<file path="config.mk">
export PLATFORM = sky130hd
export DESIGN_NAME = uss_status
export DESIGN_NICKNAME = d
export VERILOG_FILES = /design/src/pkg/uss_pkg.sv /design/src/hdl/uss_err_fifo.sv /design/src/hdl/uss_status.sv /design/src/hdl/uss_sync3.sv
export VERILOG_INCLUDE_DIRS = /design/src /design/src/pkg
export SDC_FILE = /design/constraint.sdc
export NUM_CORES = 1
export LEC_CHECK = 0
export BUFFER_PORTS_ARGS = -buffer_cell sky130_fd_sc_hd__clkbuf_2
export CAP_MARGIN = 30
export CORE_ASPECT_RATIO = 0.8
export CORE_MARGIN = 2
export CORE_UTILIZATION = 40
export DETAILED_ROUTE_END_ITERATION = 10
export HOLD_SLACK_MARGIN = 0.15
export REMOVE_ABC_BUFFERS = 1
export SLEW_MARGIN = 20
export SYNTH_ARGS = -nofsm -noshare
export SYNTH_HDL_FRONTEND = slang
export SYNTH_SLANG_ARGS = --single-unit
</file>
<file path="constraint.sdc">
create_clock -name aclk -period 5.9 [get_ports aclk]
set_input_delay 0.295 -clock aclk [delete_from_list [all_inputs] [get_ports aclk]]
set_output_delay 0.295 -clock aclk [all_outputs]
set_load 0.005 [all_outputs]
</file>
<file path="src/pkg/uss_params.svh">
// Register offsets, field positions, reset values and counts of the serial status block.
`ifndef USS_PARAMS_SVH
`define USS_PARAMS_SVH
`define USS_OFF_STATUS 8'h00
`define USS_OFF_CTRL 8'h04
`define USS_OFF_TRIG 8'h08
`define USS_OFF_TXDATA 8'h0c
`define USS_STATUS_RST 16'h0060
`define USS_FLAG_RST 8'h60
`define USS_CLR_MASK 8'hf3
`define USS_BIT_ER 7
`define USS_BIT_TX_DONE_FLAG 6
`define USS_BIT_TX_FIFO_LOW_FLAG 5
`define USS_BIT_BRK 4
`define USS_BIT_RDF 1
`define USS_BIT_DR 0
`define USS_CTRL_TE 5
`define USS_CTRL_RE 4
`define USS_CTRL_STOP2 2
`define USS_CTRL_PEN 1
`define USS_CTRL_ODD 0
`define USS_CTRL_RST 8'h00
`define USS_CTRL_MASK 8'h37
`define USS_TRIG_TX 3:0
`define USS_TRIG_RX 11:8
`define USS_TRIG_RST 12'h101
`define USS_FIFO_DEPTH 5'd16
`define USS_IDLE_ETU 4'd15
`define USS_RESP_OKAY 2'b00
`define USS_RESP_SLVERR 2'b10
`endif

</file>
<file path="src/pkg/uss_pkg.sv">
// Types shared by the serial status block.
package uss_pkg;
  typedef enum logic [2:0] {
    USS_REG_STATUS = 3'b000,
    USS_REG_CTRL = 3'b001,
    USS_REG_TRIG = 3'b010,
    USS_REG_TXDATA = 3'b011,
    USS_REG_NONE = 3'b100
  } uss_reg_type;
endpackage

</file>
<file path="src/hdl/uss_err_fifo.sv">
// Error tags that travel with each character held in the receive FIFO.
`timescale 1ns/100ps
`include "uss_params.svh"
module uss_err_fifo import uss_pkg::*; (
  input wire logic aclk,
  input wire logic aresetn,
  input wire logic clear,
  input wire logic push,
  input wire logic push_fe,
  input wire logic push_pe,
  input wire logic pop,
  output logic [4:0] count,
  output logic head_fe,
  output logic head_pe,
  output logic [3:0] fe_cnt,
  output logic [3:0] pe_cnt
);
  logic [1:0] tag_mem [16];
  logic [3:0] wp_ff, rp_ff;
  logic [4:0] cnt_ff, fe_ff, pe_ff;
  wire do_push = push & (cnt_ff != `USS_FIFO_DEPTH);
  wire do_pop = pop & (cnt_ff != 5'd0);
  wire [1:0] head = (cnt_ff != 5'd0) ? tag_mem[rp_ff] : 2'b00;

  // A field of four bits cannot show sixteen, so it saturates.
  function automatic logic [3:0] sat4(input logic [4:0] v);
    return v[4] ? 4'hf : v[3:0];
  endfunction

  always_ff @(posedge aclk) begin
    if (do_push) begin
      tag_mem[wp_ff] <= {push_fe, push_pe};
    end
  end

  always_ff @(posedge aclk) begin
    if (!aresetn || clear) begin
      wp_ff <= 4'h0;
      rp_ff <= 4'h0;
      cnt_ff <= 5'h00;
      fe_ff <= 5'h00;
      pe_ff <= 5'h00;
    end else begin
      wp_ff <= wp_ff + {3'h0, do_push};
      rp_ff <= rp_ff + {3'h0, do_pop};
      cnt_ff <= cnt_ff + {4'h0, do_push} - {4'h0, do_pop};
      fe_ff <= fe_ff + {4'h0, do_push & push_fe} - {4'h0, do_pop & head[1]};
      pe_ff <= pe_ff + {4'h0, do_push & push_pe} - {4'h0, do_pop & head[0]};
    end
  end

  assign count = cnt_ff;
  assign head_fe = head[1];
  assign head_pe = head[0];
  assign fe_cnt = sat4(fe_ff);
  assign pe_cnt = sat4(pe_ff);
endmodule // uss_err_fifo

</file>
<file path="src/hdl/uss_status.sv">
// Status flags, transmit count and register slave of the FIFO serial port.
//
// Notes on behaviour
// - Status is 16 bits: upper byte error counts, lower byte operating flags.
// - Flags 7,6,5,4,1,0 accept only 0, and only after being read as 1.
// - Bits 3 and 2 are read-only; writes to them are ignored.
// - Reset, standby and module standby load status with 0x0060.
// - A zero in the checked stop bit sets the receive fault flag.
// - With parity on, a parity mismatch sets the receive fault flag.
// - Clearing receive enable leaves the receive fault flag as it was.
// - Errored characters still enter the receive FIFO; reception continues.
// - Only the first stop bit is checked for framing.
// - Transmit done sets when last bit leaves empty FIFO, on reset, on disable.
// - Writing a transmit byte clears transmit done.
// - Transmit low flag sets on reset and when a load drops count below trigger.
// - Transmit low clears when filled beyond trigger, or read 1 then write 0.
// - Transmit FIFO holds 16 bytes; a byte written while full is dropped.
// - Software can read the transmit FIFO byte count in a 5-bit field.
// - Break sets on a framing error, or framing error followed by space.
// - Break clears on reset, standby, or read 1 then write 0.
// - Frame and parity bits show the error state of the FIFO head character.
// - Receive full sets above trigger; clears below trigger after read 1, write 0.
// - Idle flag sets below trigger when 15 etu pass with no new character.
// - Bits 15..12 count parity errors and 11..8 framing errors in the FIFO.
//
// Register access over AXI4-Lite and the address map were chosen for this implementation.
`timescale 1ns/100ps
`include "uss_params.svh"
module uss_status import uss_pkg::*; (
  input wire logic aclk,
  input wire logic aresetn,
  input wire logic [7:0] s_axi_awaddr,
  input wire logic s_axi_awvalid,
  output logic s_axi_awready,
  input wire logic [31:0] s_axi_wdata,
  input wire logic [3:0] s_axi_wstrb,
  input wire logic s_axi_wvalid,
  output logic s_axi_wready,
  output logic [1:0] s_axi_bresp,
  output logic s_axi_bvalid,
  input wire logic s_axi_bready,
  input wire logic [7:0] s_axi_araddr,
  input wire logic s_axi_arvalid,
  output logic s_axi_arready,
  output logic [31:0] s_axi_rdata,
  output logic [1:0] s_axi_rresp,
  output logic s_axi_rvalid,
  input wire logic s_axi_rready,
  input wire logic standby,
  input wire logic module_standby,
  input wire logic rx_line,
  input wire logic etu_tick,
  input wire logic rx_char_valid,
  input wire logic [7:0] rx_char_data,
  input wire logic rx_parity_bit,
  input wire logic rx_stop_bit,
  input wire logic rx_pop,
  input wire logic tx_load,
  input wire logic tx_char_end,
  output logic tx_push,
  output logic [7:0] tx_fifo_data,
  output logic tx_enable_bit,
  output logic rx_enable_bit,
  output logic two_stop,
  output logic parity_enable,
  output logic parity_odd_select
);
  ////////////////////////////////////////////////////////////////////////////
  logic awready_ff, wready_ff, bvalid_ff, arready_ff, rvalid_ff;
  logic aw_got_ff, w_got_ff;
  logic [1:0] bresp_ff, rresp_ff;
  logic [7:0] awaddr_ff;
  logic [31:0] wdata_ff, rdata_ff;
  logic [3:0] wstrb_ff;
  logic [7:0] flag_ff, armed_ff, ctrl_ff;
  logic [11:0] trig_ff;
  logic [4:0] txcnt_ff;
  logic tx_push_ff;
  logic [7:0] tx_byte_ff;
  logic [3:0] idle_cnt_ff;
  logic idle_run_ff, fe_hold_ff, line_prev_ff;
  logic line_s;
  logic [4:0] rxcnt;
  logic head_fe, head_pe;
  logic [3:0] fe_cnt, pe_cnt;

  function automatic uss_reg_type reg_sel(input logic [7:0] addr);
    case (addr)
      `USS_OFF_STATUS: return USS_REG_STATUS;
      `USS_OFF_CTRL: return USS_REG_CTRL;
      `USS_OFF_TRIG: return USS_REG_TRIG;
      `USS_OFF_TXDATA: return USS_REG_TXDATA;
      default: return USS_REG_NONE;
    endcase
  endfunction

  ////////////////////////////////////////////////////////////////////////////
  // Write path: address and data are taken in either order, then one answer.
  wire aw_hs = s_axi_awvalid & awready_ff;
  wire w_hs = s_axi_wvalid & wready_ff;
  wire b_hs = bvalid_ff & s_axi_bready;
  wire do_write = aw_got_ff & w_got_ff & ~bvalid_ff;
  wire uss_reg_type wsel = reg_sel(awaddr_ff);
  wire wr_lo = do_write & wstrb_ff[0];
  wire wr_status = wr_lo & (wsel == USS_REG_STATUS);
  wire wr_ctrl = wr_lo & (wsel == USS_REG_CTRL);
  wire wr_trig = do_write & (wsel == USS_REG_TRIG);
  wire wr_tx = wr_lo & (wsel == USS_REG_TXDATA);

  always_ff @(posedge aclk) begin
    if (!aresetn) begin
      awready_ff <= 1'b1;
      wready_ff <= 1'b1;
      aw_got_ff <= 1'b0;
      w_got_ff <= 1'b0;
      bvalid_ff <= 1'b0;
      bresp_ff <= `USS_RESP_OKAY;
      awaddr_ff <= 8'h00;
      wdata_ff <= 32'h0000_0000;
      wstrb_ff <= 4'h0;
    end else begin
      if (aw_hs) begin
        awready_ff <= 1'b0;
        aw_got_ff <= 1'b1;
        awaddr_ff <= s_axi_awaddr;
      end
      if (w_hs) begin
        wready_ff <= 1'b0;
        w_got_ff <= 1'b1;
        wdata_ff <= s_axi_wdata;
        wstrb_ff <= s_axi_wstrb;
      end
      if (do_write) begin
        aw_got_ff <= 1'b0;
        w_got_ff <= 1'b0;
        bvalid_ff <= 1'b1;
        bresp_ff <= (wsel == USS_REG_NONE) ? `USS_RESP_SLVERR : `USS_RESP_OKAY;
      end
      if (b_hs) begin
        bvalid_ff <= 1'b0;
        awready_ff <= 1'b1;
        wready_ff <= 1'b1;
      end
    end
  end

  ////////////////////////////////////////////////////////////////////////////
  // Read path: data is captured at the address handshake.
  wire ar_hs = s_axi_arvalid & arready_ff;
  wire uss_reg_type rsel = reg_sel(s_axi_araddr);
  wire [15:0] status_w = {pe_cnt, fe_cnt, flag_ff[7:4], head_fe, head_pe,
                          flag_ff[1:0]};
  wire rd_status = ar_hs & (rsel == USS_REG_STATUS);
  logic [31:0] rd_word;

  always_comb begin
    case (rsel)
      USS_REG_STATUS: rd_word = {16'h0000, status_w};
      USS_REG_CTRL: rd_word = {24'h00_0000, ctrl_ff};
      USS_REG_TRIG: rd_word = {20'h0_0000, trig_ff};
      USS_REG_TXDATA: rd_word = {16'h0000, 3'b000, rxcnt, 3'b000, txcnt_ff};
      default: rd_word = 32'h0000_0000;
    endcase
  end

  always_ff @(posedge aclk) begin
    if (!aresetn) begin
      arready_ff <= 1'b1;
      rvalid_ff <= 1'b0;
      rdata_ff <= 32'h0000_0000;
      rresp_ff <= `USS_RESP_OKAY;
    end else if (ar_hs) begin
      arready_ff <= 1'b0;
      rvalid_ff <= 1'b1;
      rdata_ff <= rd_word;
      rresp_ff <= (rsel == USS_REG_NONE) ? `USS_RESP_SLVERR : `USS_RESP_OKAY;
    end else if (rvalid_ff & s_axi_rready) begin
      rvalid_ff <= 1'b0;
      arready_ff <= 1'b1;
    end
  end

  ////////////////////////////////////////////////////////////////////////////
  // Receive side: error checks, error tags, break and idle timing.
  wire stby = standby | module_standby;
  wire rx_char = rx_char_valid & ctrl_ff[`USS_CTRL_RE];
  wire char_fe = ~rx_stop_bit;
  wire par_odd = ^{rx_char_data, rx_parity_bit};
  wire char_pe = ctrl_ff[`USS_CTRL_PEN] & (par_odd != ctrl_ff[`USS_CTRL_ODD]);
  wire start_edge = line_prev_ff & ~line_s;
  wire below_rx = rxcnt < {1'b0, trig_ff[`USS_TRIG_RX]};
  wire above_rx = rxcnt > {1'b0, trig_ff[`USS_TRIG_RX]};
  wire idle_hit = idle_run_ff & etu_tick & (idle_cnt_ff == `USS_IDLE_ETU - 4'd1);

  uss_sync3 u_line_sync (
    .aclk(aclk),
    .aresetn(aresetn),
    .d(rx_line),
    .q(line_s)
  );

  // Errored characters are tagged, not dropped, so reception never stalls.
  uss_err_fifo u_err_fifo (
    .aclk(aclk),
    .aresetn(aresetn),
    .clear(stby),
    .push(rx_char),
    .push_fe(rx_char & char_fe),
    .push_pe(rx_char & char_pe),
    .pop(rx_pop),
    .count(rxcnt),
    .head_fe(head_fe),
    .head_pe(head_pe),
    .fe_cnt(fe_cnt),
    .pe_cnt(pe_cnt)
  );

  always_ff @(posedge aclk) begin
    if (!aresetn || stby) begin
      idle_cnt_ff <= 4'h0;
      idle_run_ff <= 1'b0;
      fe_hold_ff <= 1'b0;
      line_prev_ff <= 1'b1;
    end else begin
      line_prev_ff <= line_s;
      if (rx_char) begin
        idle_cnt_ff <= 4'h0;
        idle_run_ff <= 1'b1;
      end else if (start_edge || idle_hit) begin
        idle_run_ff <= 1'b0;
      end else if (idle_run_ff && etu_tick) begin
        idle_cnt_ff <= idle_cnt_ff + 4'h1;
      end
      if (rx_char) begin
        fe_hold_ff <= char_fe;
      end else if (line_s) begin
        fe_hold_ff <= 1'b0;
      end
    end
  end

  ////////////////////////////////////////////////////////////////////////////
  // Transmit count; a byte offered to a full FIFO is simply not counted.
  wire tx_accept = wr_tx & (txcnt_ff != `USS_FIFO_DEPTH);
  wire tx_take = tx_load & (txcnt_ff != 5'd0);
  wire [4:0] nxt_txcnt = txcnt_ff + {4'h0, tx_accept} - {4'h0, tx_take};
  wire [4:0] tx_trig = {1'b0, trig_ff[`USS_TRIG_TX]};
  wire te_fall = wr_ctrl & ctrl_ff[`USS_CTRL_TE] & ~wdata_ff[`USS_CTRL_TE];

  ////////////////////////////////////////////////////////////////////////////
  // Flags: hardware set wins over any clear in the same cycle.
  logic [7:0] set_v, hw_clr_v, sw_clr_v, nxt_flag, nxt_armed;

  always_comb begin
    set_v = 8'h00;
    hw_clr_v = 8'h00;
    set_v[`USS_BIT_ER] = rx_char & (char_fe | char_pe);
    set_v[`USS_BIT_TX_DONE_FLAG] = (tx_char_end & (txcnt_ff == 5'd0)) | te_fall;
    set_v[`USS_BIT_TX_FIFO_LOW_FLAG] = tx_take & (nxt_txcnt < tx_trig);
    set_v[`USS_BIT_BRK] = (rx_char & char_fe) | (fe_hold_ff & ~line_s);
    set_v[`USS_BIT_RDF] = above_rx;
    set_v[`USS_BIT_DR] = idle_hit & below_rx & (rxcnt != 5'd0);
    hw_clr_v[`USS_BIT_TX_DONE_FLAG] = tx_accept;
    hw_clr_v[`USS_BIT_TX_FIFO_LOW_FLAG] = tx_accept & (nxt_txcnt > tx_trig);
    // Only a written zero on a flag that was read as one takes effect.
    sw_clr_v = {8{wr_status}} & ~wdata_ff[7:0] & armed_ff & `USS_CLR_MASK;
    sw_clr_v[`USS_BIT_RDF] = sw_clr_v[`USS_BIT_RDF] & below_rx;
    nxt_flag = (set_v | (flag_ff & ~(hw_clr_v | sw_clr_v))) & `USS_CLR_MASK;
    nxt_armed = (armed_ff | ({8{rd_status}} & flag_ff)) & nxt_flag;
  end

  // Standby reloads the same values as reset; receive enable never touches flags.
  always_ff @(posedge aclk) begin
    if (!aresetn || stby) begin
      flag_ff <= `USS_FLAG_RST;
      armed_ff <= 8'h00;
      ctrl_ff <= `USS_CTRL_RST;
      trig_ff <= `USS_TRIG_RST;
      txcnt_ff <= 5'h00;
      tx_push_ff <= 1'b0;
      tx_byte_ff <= 8'h00;
    end else begin
      flag_ff <= nxt_flag;
      armed_ff <= nxt_armed;
      txcnt_ff <= nxt_txcnt;
      tx_push_ff <= tx_accept;
      if (tx_accept) begin
        tx_byte_ff <= wdata_ff[7:0];
      end
      if (wr_ctrl) begin
        ctrl_ff <= wdata_ff[7:0] & `USS_CTRL_MASK;
      end
      if (wr_trig) begin
        trig_ff <= wdata_ff[11:0];
      end
    end
  end

  ////////////////////////////////////////////////////////////////////////////
  assign s_axi_awready = awready_ff;
  assign s_axi_wready = wready_ff;
  assign s_axi_bvalid = bvalid_ff;
  assign s_axi_bresp = bresp_ff;
  assign s_axi_arready = arready_ff;
  assign s_axi_rvalid = rvalid_ff;
  assign s_axi_rdata = rdata_ff;
  assign s_axi_rresp = rresp_ff;
  assign tx_push = tx_push_ff;
  assign tx_fifo_data = tx_byte_ff;
  assign tx_enable_bit = ctrl_ff[`USS_CTRL_TE];
  assign rx_enable_bit = ctrl_ff[`USS_CTRL_RE];
  assign two_stop = ctrl_ff[`USS_CTRL_STOP2];
  assign parity_enable = ctrl_ff[`USS_CTRL_PEN];
  assign parity_odd_select = ctrl_ff[`USS_CTRL_ODD];
endmodule // uss_status

</file>
<file path="src/hdl/uss_sync3.sv">
// Three-stage synchroniser for the receive line pin.
`timescale 1ns/100ps
module uss_sync3 (
  input wire logic aclk,
  input wire logic aresetn,
  input wire logic d,
  output logic q
);
  logic s1_ff, s2_ff, s3_ff, q_ff;

  // The line idles at mark, so every stage resets high.
  always_ff @(posedge aclk) begin
    if (!aresetn) begin
      s1_ff <= 1'b1;
      s2_ff <= 1'b1;
      s3_ff <= 1'b1;
      q_ff <= 1'b1;
    end else begin
      s1_ff <= d;
      s2_ff <= s1_ff;
      s3_ff <= s2_ff;
      if (s2_ff == s3_ff) begin
        q_ff <= s3_ff;
      end
    end
  end

  assign q = q_ff;
endmodule // uss_sync3

</file>
==> impl_metrics.csv <==
group,metric,value,unit
worst_setup_path,cp_num_buf_inv,1,
worst_setup_path,cp_cell_sequence,"nor4_4 > nand3_2 > or3_2 > ha_1 > inv_1 > ha_1 > fa_1 > xor2_1 > ha_1 > and2_1 > o21ai_0 > a32o_1 > a21boi_0 > o21ai_0",
global_routing,track_usage,17.7,%
timing,finalSetupViolCount,0,
clock_network,clk_pin_slew,0.06,ns
global_routing,antenna_found_initial,0,
synthesis,postSynthAreaPerCell,9.96,um2
floorplan,ios,132,
clock_network,cts_resized,0,
final_layout,drive_gt1_share,17.9,%
global_routing,grt_pass1_vias,5166,
clock_network,numCtsBuffers,17,
timing,rsz0062_at_grt,"no",
clock_network,cts_root_buf,"clkbuf_16",
clock_network,htreeDepth,4,
final_layout,final_nets,955,
timing,slew_headroom,36.7,%
clock_network,clkSinkCount,155,
detailed_routing,vias,5283,
pwr,p_leak,3.44,nW
detailed_routing,ant_nets,0,
detailed_routing,wl_per_cell,15.1,um
synthesis,yosys-top-cells-area,"dfxtp_1 (34%), edfxtp_1 (13%), ha_1 (6.5%), mux2i_1 (4.5%), nor2_1 (4.2%)",
global_routing,grt_max_degree,60,
hold_path,hp-class,"input pin to register",
worst_setup_path,end_kind,"register",
worst_setup_path,crit_slowest_cell,"or3_2",
detailed_routing,vias_per_cell,4.90,
synthesis,synth_area_leader_cell,"dfxtp_1",
clock_network,clk_latency,0.43,ns
synthesis,synth_enable_flop_cells,32,
synthesis,yosysMostFrequentCell,"dfxtp_1",
floorplan,die_area,19300,um2
synthesis,ys.flop_type,"dfxtp_1",
final_layout,fillers,1684,
worst_setup_path,max_stage_delay,0.52,ns
flow_run,maxCapViolations,0,
timing,finalWorstSetupSlack,2.22,ns
detailed_routing,drt_wl_total,16300,um
worst_setup_path,crit_fanout,5,
timing,finalWorstPathRequiredPeriod,3.68,ns
worst_setup_path,crit_path_frequent_cell,"ha_1",
timing,timing.fmax,0.272,GHz
timing,finalHoldViolations,0,
synthesis,syn_inst,732,
worst_setup_path,cp_top_family,"adder cells",
worst_setup_path,startpoint_type,"register",
synthesis,seq_area_frac_synth,46.9,%
synthesis,ys_async_sr_fraction,0,%
placed_design,gp_congestion,0.846,
clock_network,cts_tree,"yes",
worst_setup_path,crit_type,"register to register",
floorplan,fp.dieW,155,um
detailed_routing,initialDrtViolationCount,267,
synthesis,synth_warnings,0,
placed_design,dp_hpwl,11400,um
timing,worst_pin_slew,0.948,ns
placed_design,numPortBuffers,90,
pwr,vdd_drop_max,0.196,mV
pwr,power.density,267,nW/um2
synthesis,ys_top_cells_by_count,"dfxtp_1 (123), nor2_1 (82), nand2_1 (64)",
clock_network,clockBufferDepth,2,
synthesis,yosysUniqueCellTypes,65,
timing,finalCritPeriodShare,62.4,%
detailed_routing,drc,0,
timing,setup_tns,0,ns
floorplan,initial_utilization,40.5,%
floorplan,fp-row-count,44,
floorplan,core-area,18000,um2
synthesis,synth-seq-cells,155,
synthesis,syn_area,7290,um2
status,status,"complete, no violations",
global_routing,grt_pass1_wl,26700,um
detailed_routing,dr.pass1.iters,4,
final_layout,area_delta_synth_final,19.3,%
worst_setup_path,crit_arrival,3.98,ns
global_routing,gr-total-overflow,0,
timing,finalClockSkew,0.0115,ns
worst_setup_path,critPathRequiredTime,6.20,ns
synthesis,synth_top_area_share,33.8,%
final_layout,antenna_cells,0,
timing,slew_viol_final,0,
floorplan,die_h,125,um
placed_design,pre_cts_slack,2.24,ns
-- stage by stage --
step                      utilization, %  std cells  cell area [um2]  hold WS (ns)  power, mW
final                               48.3       1079             8700         0.201       2.32
after global placement              43.5       1020             7830         0.390       1.23
after CTS                           48.3       1079             8700         0.187       2.34
after floorplan                        -        697             7060         0.368       1.17
after detailed placement            43.5       1021             7840         0.395       1.23
after global routing                48.3       1079             8700         0.187       2.41
-- placed cells by master, fill, tap and decap left out, types with 15 or more instances in the layout --
cell type / Yosys / routed
dfxtp_1: 123 / 123
ha_1: 38 / 38
a21oi_1: 32 / 32
nand2_1: 64 / 63
nor2_1: 82 / 82
conb_1: 1 / 18
a21boi_0: 27 / 27
nand3_1: 16 / 16
edfxtp_1: 32 / 32
o21ai_0: 21 / 21
inv_1: 48 / 48
clkbuf_2: 0 / 90
dlygate4sd3_1: 0 / 26
xnor2_1: 15 / 15
nor2b_1: 17 / 17
clkbuf_16: 0 / 17
mux2i_1: 33 / 33
-- kinds of logic (layout without fill, tap and decap cells) --
family / after synthesis / in the layout / share of synthesized area (%)
AO/OA/AOI/OAI: 113 / 113 / 10.1
XOR/XNOR: 28 / 28 / 3.55
adder cells (fa/ha/maj): 42 / 42 / 7.62
buffers and inverters: 100 / 200 / 6.50
flip-flops: 155 / 155 / 46.9
multiplexers: 50 / 50 / 8.85
other: 1 / 18 / 0.0514
AND/OR/NAND/NOR: 243 / 243 / 16.3
-- path summary, 6_finish.rpt --
kind	to	startpoint	slack, ns	depth (start not counted)
hold / removal	flag_ff[6]	tx_char_end	0.20	4
hold reg to reg	u_line_sync.s2_ff	u_line_sync.s1_ff	0.41	1
setup / recovery	flag_ff[5]	awaddr_ff[1]	2.22	14
setup reg to reg	flag_ff[5]	awaddr_ff[1]	2.22	14
-- what timing repair did --
action / 4_1_cts / 5_1_grt
setup endpoints to repair: 0 / 0
buffers inserted: 0 / 0
hold buffers: 26 / 0
hold endpoints to repair: 26 / 0
-- sequential cells by signal, summed over array words and instances (netlist names), 4 cells and up --
signal and count:
s_axi_rdata 16, wdata_ff 12, flag_ff 6, tx_fifo_data 8, awaddr_ff 8, u_err_fifo.pe_ff 5, trig_ff 12, u_err_fifo.rp_ff 4
u_err_fifo.fe_ff 5, ctrl_ff 5, u_err_fifo.count 5, u_err_fifo.tag_mem 32, idle_cnt_ff 4, armed_ff 6, u_err_fifo.wp_ff 4, txcnt_ff 5
-- metal layers --
metal / track usage [%] / vias up / wire [um]
met4: 5.45 / 0 / 113
met3: 4.56 / 6 / 720
met5: 0 / - / 0
met2: 26.1 / 105 / 7010
met1: 25.5 / 2480 / 8470
li1: - / 2692 / -
-- layout make-up --
| type | count | area [um2] | area share (%) |
|---|---|---|---|
| Tap cell | 230 | 288 | 3.31 |
| Clock buffer | 18 | 439 | 5.05 |
| Timing Repair Buffer | 120 | 741 | 8.52 |
| Inverter | 48 | 180 | 2.07 |
| Clock inverter | 14 | 159 | 1.83 |
| Multi-Input combinational cell | 494 | 3470 | 39.9 |
| Sequential cell | 155 | 3420 | 39.4 |
-- power breakdown --
part           switching [mW]  total (mW)  internal (mW)  leakage (nW)
clock network           0.460        1.10          0.643         0.289
registers              0.0125        1.10           1.09          1.22
logic                  0.0597       0.114         0.0542          1.93
-- worst reg2reg max path, cell delays in order, from the launching register on --
cell      delay, ns
dfxtp_1        0.33
nor4_4         0.34
nand3_2        0.16
or3_2          0.52
ha_1           0.30
inv_1          0.04
ha_1           0.20
fa_1           0.40
xor2_1         0.18
ha_1           0.27
and2_1         0.13
o21ai_0        0.12
a32o_1         0.22
a21boi_0       0.23
o21ai_0        0.11
No activity file was read; power rests on OpenSTA's default activity.
